--- src/analog_scaling_pkg.sv ---
package analog_scaling_pkg;

	// ****************************************
	// sizes
	// ****************************************
	localparam int CHANNELS = 2;
	localparam int RAW_WIDTH = 10;
	localparam int DATA_WIDTH = 32;
	localparam int ADDR_WIDTH = 8;
	localparam int DIV_COUNT_WIDTH = 5;

	// ****************************************
	// register byte offsets
	// ****************************************
	localparam logic [7:0] READING_COUNT_OFFSET = 8'h00;
	localparam logic [7:0] READING_ONE_OFFSET = 8'h04;
	localparam logic [7:0] READING_TWO_OFFSET = 8'h08;
	localparam logic [7:0] OFFSET_COUNT_OFFSET = 8'h0C;
	localparam logic [7:0] OFFSET_ONE_OFFSET = 8'h10;
	localparam logic [7:0] OFFSET_TWO_OFFSET = 8'h14;
	localparam logic [7:0] DIVISOR_COUNT_OFFSET = 8'h18;
	localparam logic [7:0] DIVISOR_ONE_OFFSET = 8'h1C;
	localparam logic [7:0] DIVISOR_TWO_OFFSET = 8'h20;
	localparam logic [7:0] INPUT_MODE_OFFSET = 8'h24;
	localparam logic [7:0] PHYSICAL_ONE_OFFSET = 8'h28;
	localparam logic [7:0] PHYSICAL_TWO_OFFSET = 8'h2C;

	// ****************************************
	// values after reset and last divider step
	// ****************************************
	localparam logic [31:0] CHANNEL_COUNT_VALUE = 32'h0000_0002;
	localparam logic [31:0] OFFSET_RESET = 32'h0000_0000;
	localparam logic [31:0] DIVISOR_RESET = 32'h0000_0001;
	localparam logic [31:0] READING_RESET = 32'h0000_0000;
	localparam logic [1:0] INPUT_MODE_RESET = 2'h0;
	localparam logic [4:0] DIV_LAST_STEP = 5'h1F;

	// ****************************************
	// physical scaling
	// ****************************************
	localparam logic signed [31:0] VOLT_MIDSCALE = 32'sh0000_0200;
	localparam logic signed [31:0] FULL_SCALE_MILLI = 32'sh0000_4E20;
	localparam int COUNT_SHIFT = 10;

	// ****************************************
	// bus responses
	// ****************************************
	localparam logic [1:0] RESP_OKAY = 2'h0;
	localparam logic [1:0] RESP_SLVERR = 2'h2;
	localparam logic [1:0] RESP_DECERR = 2'h3;

	// ****************************************
	// types
	// ****************************************
	typedef struct packed {
		logic valid;
		logic [RAW_WIDTH-1:0] count;
	} adc_sample_type;

	typedef enum logic [1:0] {
		REG_NONE,
		REG_RO,
		REG_RW
	} reg_kind_type;

endpackage

--- src/signed_divider.sv ---
`timescale 1ns/100ps
`default_nettype none
module signed_divider
	import analog_scaling_pkg::*;
(
	// clock, reset and enable
	input wire logic clk_in,
	input wire logic rst_in,
	input wire logic ce_in,
	// operands
	input wire logic start_in,
	input wire logic [31:0] dividend_in,
	input wire logic [31:0] divisor_in,
	// result
	output logic busy_out,
	output logic done_out,
	output logic [31:0] quotient_out
);

	typedef enum logic {
		DIV_IDLE,
		DIV_RUN
	} div_state_type;

	div_state_type state_q;
	logic [4:0] step_q;
	logic [32:0] rem_q;
	logic [31:0] quo_q;
	logic [31:0] dmag_q;
	logic neg_q;
	logic [32:0] rem_shift;
	logic [32:0] diff;

	assign rem_shift = {rem_q[31:0], quo_q[31]};
	assign diff = rem_shift - {1'b0, dmag_q};
	assign busy_out = (state_q == DIV_RUN);

	// ****************************************
	// restoring division on magnitudes
	// ****************************************
	always_ff @(posedge clk_in or posedge rst_in) begin
		if (rst_in) begin
			state_q <= DIV_IDLE;
			step_q <= 5'h0;
			rem_q <= 33'h0_0000_0000;
			quo_q <= 32'h0000_0000;
			dmag_q <= 32'h0000_0000;
			neg_q <= 1'b0;
			done_out <= 1'b0;
			quotient_out <= 32'h0000_0000;
		end else if (ce_in) begin
			done_out <= 1'b0;
			case (state_q)
				DIV_IDLE: begin
					if (start_in) begin
						quo_q <= dividend_in[31] ? -dividend_in : dividend_in;
						dmag_q <= divisor_in[31] ? -divisor_in : divisor_in;
						neg_q <= dividend_in[31] ^ divisor_in[31];
						rem_q <= 33'h0_0000_0000;
						step_q <= 5'h0;
						state_q <= DIV_RUN;
					end
				end
				DIV_RUN: begin
					if (!diff[32]) begin
						rem_q <= diff;
						quo_q <= {quo_q[30:0], 1'b1};
					end else begin
						rem_q <= rem_shift;
						quo_q <= {quo_q[30:0], 1'b0};
					end
					step_q <= step_q + 5'h1;
					if (step_q == DIV_LAST_STEP) begin
						// truncation toward zero by signing the magnitude quotient
						quotient_out <= neg_q ? -{quo_q[30:0], !diff[32]} :
							{quo_q[30:0], !diff[32]};
						done_out <= 1'b1;
						state_q <= DIV_IDLE;
					end
				end
				default: begin
					state_q <= DIV_IDLE;
				end
			endcase
		end
	end

endmodule
`default_nettype wire

--- src/analog_input_scaling.sv ---
// Summary of operation
// - Each channel adds its signed offset to the raw count before dividing.
// - The offset sum is divided by the channel divisor and the quotient is the reading.
// - With offset zero and divisor one the reading equals the raw count.
// - Divisors reset to one and offsets to zero, and both are writable per channel.
// - Exactly two channels exist and the reading, offset and divisor tables each have a read-only count of two.
// - In voltage mode a count x maps to (x - 512) * 20 V / 1024, in millivolts.
// - In current mode a count x maps to x * 20 mA / 1024, in microamperes.
// - Each reading is a read-only signed 32-bit value, zero after reset.
// - Offsets are held per channel as signed 32-bit values, first then second.
`timescale 1ns/100ps
`default_nettype none
module analog_input_scaling
	import analog_scaling_pkg::*;
(
	// clock, reset, enable
	input wire logic clk_in,
	input wire logic rst_in,
	input wire logic ce_in,
	// converter samples
	input wire adc_sample_type [CHANNELS-1:0] adc_sample_in,
	// scaled readings
	output logic [CHANNELS-1:0][31:0] reading_out,
	// axi4-lite write address
	input wire logic s_axi_awvalid_in,
	output logic s_axi_awready_out,
	input wire logic [ADDR_WIDTH-1:0] s_axi_awaddr_in,
	input wire logic [2:0] s_axi_awprot_in,
	// axi4-lite write data
	input wire logic s_axi_wvalid_in,
	output logic s_axi_wready_out,
	input wire logic [31:0] s_axi_wdata_in,
	input wire logic [3:0] s_axi_wstrb_in,
	// axi4-lite write response
	output logic s_axi_bvalid_out,
	input wire logic s_axi_bready_in,
	output logic [1:0] s_axi_bresp_out,
	// axi4-lite read address
	input wire logic s_axi_arvalid_in,
	output logic s_axi_arready_out,
	input wire logic [ADDR_WIDTH-1:0] s_axi_araddr_in,
	input wire logic [2:0] s_axi_arprot_in,
	// axi4-lite read data
	output logic s_axi_rvalid_out,
	input wire logic s_axi_rready_in,
	output logic [31:0] s_axi_rdata_out,
	output logic [1:0] s_axi_rresp_out
);

	// ****************************************
	// functions
	// ****************************************
	function automatic reg_kind_type reg_kind(input logic [ADDR_WIDTH-1:0] addr);
		reg_kind_type kind;
		kind = REG_NONE;
		case (addr)
			READING_COUNT_OFFSET, READING_ONE_OFFSET, READING_TWO_OFFSET: kind = REG_RO;
			OFFSET_COUNT_OFFSET, DIVISOR_COUNT_OFFSET: kind = REG_RO;
			PHYSICAL_ONE_OFFSET, PHYSICAL_TWO_OFFSET: kind = REG_RO;
			OFFSET_ONE_OFFSET, OFFSET_TWO_OFFSET: kind = REG_RW;
			DIVISOR_ONE_OFFSET, DIVISOR_TWO_OFFSET: kind = REG_RW;
			INPUT_MODE_OFFSET: kind = REG_RW;
			default: kind = REG_NONE;
		endcase
		return kind;
	endfunction

	function automatic logic [31:0] merge_strobes(input logic [31:0] old_val,
		input logic [31:0] new_val, input logic [3:0] strb);
		logic [31:0] result;
		result = old_val;
		for (int i = 0; i < 4; i++) begin
			if (strb[i]) begin
				result[i*8 +: 8] = new_val[i*8 +: 8];
			end
		end
		return result;
	endfunction

	function automatic logic [CHANNELS-1:0] setting_owner(input logic [ADDR_WIDTH-1:0] addr);
		logic [CHANNELS-1:0] owner;
		owner = '0;
		case (addr)
			OFFSET_ONE_OFFSET, DIVISOR_ONE_OFFSET: owner[0] = 1'b1;
			OFFSET_TWO_OFFSET, DIVISOR_TWO_OFFSET: owner[1] = 1'b1;
			default: owner = '0;
		endcase
		return owner;
	endfunction

	// ****************************************
	// state
	// ****************************************
	logic [CHANNELS-1:0][31:0] offset_q;
	logic [CHANNELS-1:0][31:0] divisor_q;
	logic [CHANNELS-1:0][31:0] reading_q;
	logic [CHANNELS-1:0][31:0] physical;
	logic [CHANNELS-1:0][31:0] physical_q;
	logic [CHANNELS-1:0][RAW_WIDTH-1:0] raw_q;
	logic [CHANNELS-1:0] pending_q;
	logic [CHANNELS-1:0] setting_wr;
	logic [CHANNELS-1:0] div_busy;
	logic [CHANNELS-1:0] div_done;
	logic [CHANNELS-1:0][31:0] div_quotient;
	logic [1:0] mode_q;
	logic aw_full_q;
	logic w_full_q;
	logic [ADDR_WIDTH-1:0] awaddr_q;
	logic [31:0] wdata_q;
	logic [3:0] wstrb_q;
	logic wr_fire;
	logic aw_take;
	logic w_take;
	logic ar_take;
	reg_kind_type wr_kind;

	assign aw_take = s_axi_awvalid_in && s_axi_awready_out;
	assign w_take = s_axi_wvalid_in && s_axi_wready_out;
	assign ar_take = s_axi_arvalid_in && s_axi_arready_out;
	assign wr_fire = aw_full_q && w_full_q && !s_axi_bvalid_out;
	assign wr_kind = reg_kind(awaddr_q);
	assign reading_out = reading_q;

	// ****************************************
	// write channels
	// ****************************************
	always_ff @(posedge clk_in or posedge rst_in) begin
		if (rst_in) begin
			aw_full_q <= 1'b0;
			w_full_q <= 1'b0;
			awaddr_q <= 8'h00;
			wdata_q <= 32'h0000_0000;
			wstrb_q <= 4'h0;
			s_axi_awready_out <= 1'b0;
			s_axi_wready_out <= 1'b0;
			s_axi_bvalid_out <= 1'b0;
			s_axi_bresp_out <= RESP_OKAY;
		end else if (ce_in) begin
			if (aw_take) begin
				aw_full_q <= 1'b1;
				awaddr_q <= s_axi_awaddr_in;
				s_axi_awready_out <= 1'b0;
			end else if (!aw_full_q && !s_axi_bvalid_out) begin
				s_axi_awready_out <= 1'b1;
			end
			if (w_take) begin
				w_full_q <= 1'b1;
				wdata_q <= s_axi_wdata_in;
				wstrb_q <= s_axi_wstrb_in;
				s_axi_wready_out <= 1'b0;
			end else if (!w_full_q && !s_axi_bvalid_out) begin
				s_axi_wready_out <= 1'b1;
			end
			if (wr_fire) begin
				aw_full_q <= 1'b0;
				w_full_q <= 1'b0;
				s_axi_bvalid_out <= 1'b1;
				case (wr_kind)
					REG_RW: s_axi_bresp_out <= RESP_OKAY;
					REG_RO: s_axi_bresp_out <= RESP_SLVERR;
					default: s_axi_bresp_out <= RESP_DECERR;
				endcase
			end else if (s_axi_bvalid_out && s_axi_bready_in) begin
				s_axi_bvalid_out <= 1'b0;
			end
		end
	end

	// ****************************************
	// settings registers
	// ****************************************
	always_ff @(posedge clk_in or posedge rst_in) begin
		if (rst_in) begin
			offset_q <= {CHANNELS{OFFSET_RESET}};
			divisor_q <= {CHANNELS{DIVISOR_RESET}};
			mode_q <= INPUT_MODE_RESET;
		end else if (ce_in && wr_fire) begin
			case (awaddr_q)
				OFFSET_ONE_OFFSET: offset_q[0] <= merge_strobes(offset_q[0], wdata_q, wstrb_q);
				OFFSET_TWO_OFFSET: offset_q[1] <= merge_strobes(offset_q[1], wdata_q, wstrb_q);
				DIVISOR_ONE_OFFSET: divisor_q[0] <= merge_strobes(divisor_q[0], wdata_q, wstrb_q);
				DIVISOR_TWO_OFFSET: divisor_q[1] <= merge_strobes(divisor_q[1], wdata_q, wstrb_q);
				INPUT_MODE_OFFSET: begin
					if (wstrb_q[0]) begin
						mode_q <= wdata_q[1:0];
					end
				end
				default: begin
				end
			endcase
		end
	end

	always_comb begin
		setting_wr = '0;
		if (wr_fire) begin
			setting_wr = setting_owner(awaddr_q);
		end
	end

	// ****************************************
	// per-channel scaling
	// ****************************************
	for (genvar ch = 0; ch < CHANNELS; ch++) begin : g_channel
		logic start;
		logic [31:0] sum;
		logic signed [31:0] centred;
		logic signed [31:0] scaled;

		assign start = pending_q[ch] && !div_busy[ch];
		assign sum = 32'(raw_q[ch]) + offset_q[ch];
		assign centred = mode_q[ch] ? signed'(32'(raw_q[ch])) :
			signed'(32'(raw_q[ch])) - VOLT_MIDSCALE;
		assign scaled = centred * FULL_SCALE_MILLI;
		assign physical[ch] = 32'(scaled >>> COUNT_SHIFT);

		always_ff @(posedge clk_in or posedge rst_in) begin
			if (rst_in) begin
				raw_q[ch] <= '0;
				pending_q[ch] <= 1'b0;
			end else if (ce_in) begin
				if (adc_sample_in[ch].valid) begin
					raw_q[ch] <= adc_sample_in[ch].count;
				end
				// a new event wins over the start that consumes the old one
				pending_q[ch] <= (pending_q[ch] && !start) || adc_sample_in[ch].valid ||
					setting_wr[ch];
			end
		end

		always_ff @(posedge clk_in or posedge rst_in) begin
			if (rst_in) begin
				reading_q[ch] <= READING_RESET;
			end else if (ce_in && div_done[ch]) begin
				reading_q[ch] <= div_quotient[ch];
			end
		end

		// physical value held for the read mux
		always_ff @(posedge clk_in or posedge rst_in) begin
			if (rst_in) begin
				physical_q[ch] <= READING_RESET;
			end else if (ce_in) begin
				physical_q[ch] <= physical[ch];
			end
		end

		signed_divider u_divider (
			.clk_in(clk_in),
			.rst_in(rst_in),
			.ce_in(ce_in),
			.start_in(start),
			.dividend_in(sum),
			.divisor_in(divisor_q[ch]),
			.busy_out(div_busy[ch]),
			.done_out(div_done[ch]),
			.quotient_out(div_quotient[ch])
		);
	end

	// ****************************************
	// read channels
	// ****************************************
	always_ff @(posedge clk_in or posedge rst_in) begin
		if (rst_in) begin
			s_axi_arready_out <= 1'b0;
			s_axi_rvalid_out <= 1'b0;
			s_axi_rdata_out <= 32'h0000_0000;
			s_axi_rresp_out <= RESP_OKAY;
		end else if (ce_in) begin
			if (ar_take) begin
				s_axi_arready_out <= 1'b0;
				s_axi_rvalid_out <= 1'b1;
				s_axi_rresp_out <= (reg_kind(s_axi_araddr_in) == REG_NONE) ? RESP_DECERR :
					RESP_OKAY;
				case (s_axi_araddr_in)
					READING_COUNT_OFFSET: s_axi_rdata_out <= CHANNEL_COUNT_VALUE;
					OFFSET_COUNT_OFFSET: s_axi_rdata_out <= CHANNEL_COUNT_VALUE;
					DIVISOR_COUNT_OFFSET: s_axi_rdata_out <= CHANNEL_COUNT_VALUE;
					READING_ONE_OFFSET: s_axi_rdata_out <= reading_q[0];
					READING_TWO_OFFSET: s_axi_rdata_out <= reading_q[1];
					OFFSET_ONE_OFFSET: s_axi_rdata_out <= offset_q[0];
					OFFSET_TWO_OFFSET: s_axi_rdata_out <= offset_q[1];
					DIVISOR_ONE_OFFSET: s_axi_rdata_out <= divisor_q[0];
					DIVISOR_TWO_OFFSET: s_axi_rdata_out <= divisor_q[1];
					INPUT_MODE_OFFSET: s_axi_rdata_out <= {30'h0000_0000, mode_q};
					PHYSICAL_ONE_OFFSET: s_axi_rdata_out <= physical_q[0];
					PHYSICAL_TWO_OFFSET: s_axi_rdata_out <= physical_q[1];
					default: s_axi_rdata_out <= 32'h0000_0000;
				endcase
			end else if (s_axi_rvalid_out && s_axi_rready_in) begin
				s_axi_rvalid_out <= 1'b0;
				s_axi_arready_out <= 1'b1;
			end else if (!s_axi_rvalid_out) begin
				s_axi_arready_out <= 1'b1;
			end
		end
	end

endmodule
`default_nettype wire

--- config.mk ---
export PLATFORM = sky130hd
export DESIGN_NAME = analog_input_scaling
export DESIGN_NICKNAME = d
export VERILOG_FILES = /design/src/analog_scaling_pkg.sv /design/src/signed_divider.sv /design/src/analog_input_scaling.sv
export SDC_FILE = /design/constraint.sdc
export NUM_CORES = 2
export LEC_CHECK = 0
export ABC_AREA = 1
export BUFFER_PORTS_ARGS = -buffer_cell sky130_fd_sc_hd__buf_2
export CAP_MARGIN = 30
export CELL_PAD_IN_SITES_DETAIL_PLACEMENT = 1
export CELL_PAD_IN_SITES_GLOBAL_PLACEMENT = 2
export CORE_ASPECT_RATIO = 2
export CORE_MARGIN = 3
export CORE_UTILIZATION = 40
export CTS_CLUSTER_SIZE = 10
export DETAILED_ROUTE_END_ITERATION = 6
export GPL_TIMING_DRIVEN = 0
export HOLD_SLACK_MARGIN = 0.06
export PLACE_DENSITY = 0.95
export SYNTH_ARGS = -nofsm -noshare
export SYNTH_HDL_FRONTEND = slang
export SYNTH_SLANG_ARGS = --single-unit
export TNS_END_PERCENT = 20
--- constraint.sdc ---
create_clock -name clk_in -period 67.5 [get_ports clk_in]
set_input_delay 20.25 -clock clk_in [delete_from_list [all_inputs] [get_ports clk_in]]
set_output_delay 20.25 -clock clk_in [all_outputs]
set_load 0.005 [all_outputs]
==> results.md <==
* Pwr/cell area at 41.8 nW/um^2
* Syn Inst Count at 5357
* Cell leakage power at 22.5 nW
* Worst Path Max Fanout at 10
* Startpoint types: input port
* Slew margin rel. at 26.6%
* Fin worst setup slack at 44.46 ns
* Status: completed
* Ys async rst share at 100%
* Sum Neg Setup Slack at 0 ns
* Vias in the first global route at 42.5k
* DRC at 0
* Pins Over Slew Limit at 0
* Final setup violation count at 0
* Average size of a mapped cell at 7.58 sq um
* Port Buffers at 185
* Unrepaired setup endpoints after global routing: no
* GRT Total Usage at 34.2%
* Measured slew at the worst slew-check pin at 1.10 ns
* TritonCTS Buffers at 73
* CP cell instances: buf_2 > clkbuf_1 > nand3_1 > inv_1 > clkbuf_1 > nand2_1 > nand2_1
* Period minus WS final at 23.04 ns
* Initial Util at 40.5%
* Hold buffers post-CTS at 0
* Vias/cell at 5.69
* Die Span Y at 457 microns
* I/O pin cnt at 193
* Setup bufs post-CTS at 0
* Maximum clock skew at final layout at 0.0285 ns
* CP required at 68.09 ns
* CTS tree: built
* DRT iter0 DRCs at 2346
* DPL Wire Length at 149 mm
* CP Capture Type: flop
* H-tree depth at 3
* Routed Antenna Nets at 0
* YS warnings at 0
* Root Driver: clkbuf_16
* Avg WL per Cell at 26.0 microns
* Final nets at 5990
* WS Path Type: in -> reg
* Slowest stage delay, CP at 0.73 ns
* Via count at 39.8k
* Core area at 100000 sq um
* Slowest CP cell: nand3_1
* Most frequent cells in the layout: nand2_1 (1359), inv_1 (732), dfrtp_1 (616)
* Hold Path Class: reg -> reg
* Ys flop type: dfrtp_1
* Max clock buf depth at 3
* Synthesized area at 40600 sq um
* Post-cts gate resize count at 0
* First-pass GRT wire length at 267 mm
* Number of fill cells at 12.6k
* Post-synth net total at 5722
* Worst-Skew Late Latency at 0.68 ns
* Sequential cell area fraction in the yosys report at 38.1%
* Post-synth EDFFs at 0
* Std cell rows at 164
* Initial antenna violation count at 10
* Pin count of the biggest net entering global routing at 133
* Fmax at 43.4 MHz
* Layout cell share with drive strength beyond 1 at 8.92%
* Setup WS pre-CTS at 43.86 ns
* Synth cell types at 61
* Worst EP arrival at 23.62 ns
* Worst vdd ir at 24.0 uV
* Clock-pin slew on the worst setup and hold paths at 0.05 ns
* CTS sink count at 618
* Final Wtd Congestion at 1.02
* # Max-Cap Violations at 0
* FF+latch count, synth at 618
* Final cycle utilization of the critical path at 34.1%
* P&R area growth vs syn at 11.9%
* Hold Vio Cnt, Final at 0
* DR pass1 iterations at 5
* Routed WL at 182 mm
* Die Wd at 231 microns
* Most common cell after layout, fill and taps aside: nand2_1
* Die area at 106000 sq um
* Grt ovf at 0
==> metrics by stage <==
| stage | total power, mW | std cells | cell area (sq um) | hold slack [ns] | utilization [%] |
|---|---|---|---|---|---|
| 3_3_place_gp | 1.48 | 6870 | 43200 | 0.461 | 43.1 |
| 3_5_place_dp | 1.51 | 6878 | 43400 | 0.464 | 43.2 |
| 4_1_cts | 1.90 | 6976 | 45500 | 0.479 | 45.3 |
| 2_1_floorplan | 1.15 | 5357 | 40600 | 0.442 | - |
| 6_report | 1.90 | 6983 | 45500 | 0.475 | 45.3 |
| 5_1_grt | 2.04 | 6978 | 45500 | 0.497 | 45.3 |
==> state kept, by name, summed over array words and instances, names as in the netlist, 10 cells and up <==
| register | cells |
|---|---|
| g_channel.u_divider.dmag_q | 64 |
| raw_q | 20 |
| reading_out | 64 |
| physical_q | 44 |
| g_channel.u_divider.rem_q | 64 |
| offset_q | 64 |
| g_channel.u_divider.step_q | 10 |
| divisor_q | 64 |
| s_axi_rdata_out | 32 |
| wdata_q | 32 |
| g_channel.u_divider.quo_q | 64 |
| g_channel.u_divider.quotient_out | 64 |
==> report_power, final <==
group          leakage (nW)  switching, mW  internal (mW)
sequential             8.12         0.0748          0.449
combinational          13.4          0.675          0.326
clock                  1.01          0.167          0.207
==> logic make-up (layout without fill, tap and decap cells) <==
group | Yosys count | count (layout) | share of synthesized area (%)
AOI/OAI and AO/OA | 1031 | 1031 | 14.5
xor gates and xnor gates | 164 | 164 | 3.54
adders and majority gates | 277 | 277 | 9.71
buffers and inverters | 936 | 1227 | 8.89
DFF | 618 | 618 | 38.1
muxes | 44 | 44 | 1.22
other | 0 | 7 | 0
and+or+nand+nor | 2287 | 2287 | 24.0
==> final cells by class <==
| type | instances | area [sq um] | share of cell area [%] |
|---|---|---|---|
| well taps | 1328 | 1660 | 3.65 |
| multi-input cells | 3803 | 21600 | 47.4 |
| plain buffers | 173 | 746 | 1.64 |
| clock buffers | 90 | 1960 | 4.32 |
| repair buffers | 193 | 1090 | 2.39 |
| diodes | 7 | 17.5 | 0.0385 |
| flip-flops and latches | 618 | 15500 | 34.0 |
| inverters | 763 | 2870 | 6.32 |
| clock inverters | 8 | 110 | 0.242 |
==> synth_stat cells, types with 25 or more instances <==
cell type  instances  area [sq um]
mux2_2            44           495
nand3_1          316          1580
fa_1              64          1280
xnor2_1           43           377
inv_1            733          2750
o22ai_1           67           419
xor2_1           121          1060
nand2_2           42           263
nand4_1           68           425
clkbuf_1         128           480
nor2_1           341          1280
nor3_1            47           235
o21ai_0          540          2700
dfrtp_1          616         15400
ha_1             213          2670
nand2_1         1359          5100
o211ai_1          44           330
a221oi_1          25           219
a21oi_1          195           976
==> per-layer routing <==
layer | part of all wire [%] | GRT usage, %
met5 | 0 | 0
met4 | 12 | 32.3
met3 | 4.7 | 4.05
met2 | 50 | 60.6
met1 | 34 | 34.3
==> worst max-delay path: cells and delay by family <==
kind	cells	cell delay (ns)
buffers and inverters	4	2.13
and+or+nand+nor	3	1.21
==> path summary, 6_finish.rpt <==
| check | start | to | slack (ns) | depth (start not counted) |
|---|---|---|---|---|
| min in group asynchronous | rst_in | g_channel[0].u_divider.rem_q[14] | 19.63 | 2 |
| min | awaddr_q[1] | awaddr_q[1] | 0.48 | 2 |
| max | ce_in | s_axi_rdata_out[1] | 44.46 | 7 |
| max in group asynchronous | rst_in | awaddr_q[5] | 45.71 | 5 |
| max reg2reg | g_channel[0].u_divider.quo_q[31] | g_channel[0].u_divider.quotient_out[22] | 61.89 | 25 |
| min reg2reg | awaddr_q[1] | awaddr_q[1] | 0.48 | 2 |
Note: power is estimated with default switching activity, not from simulation.
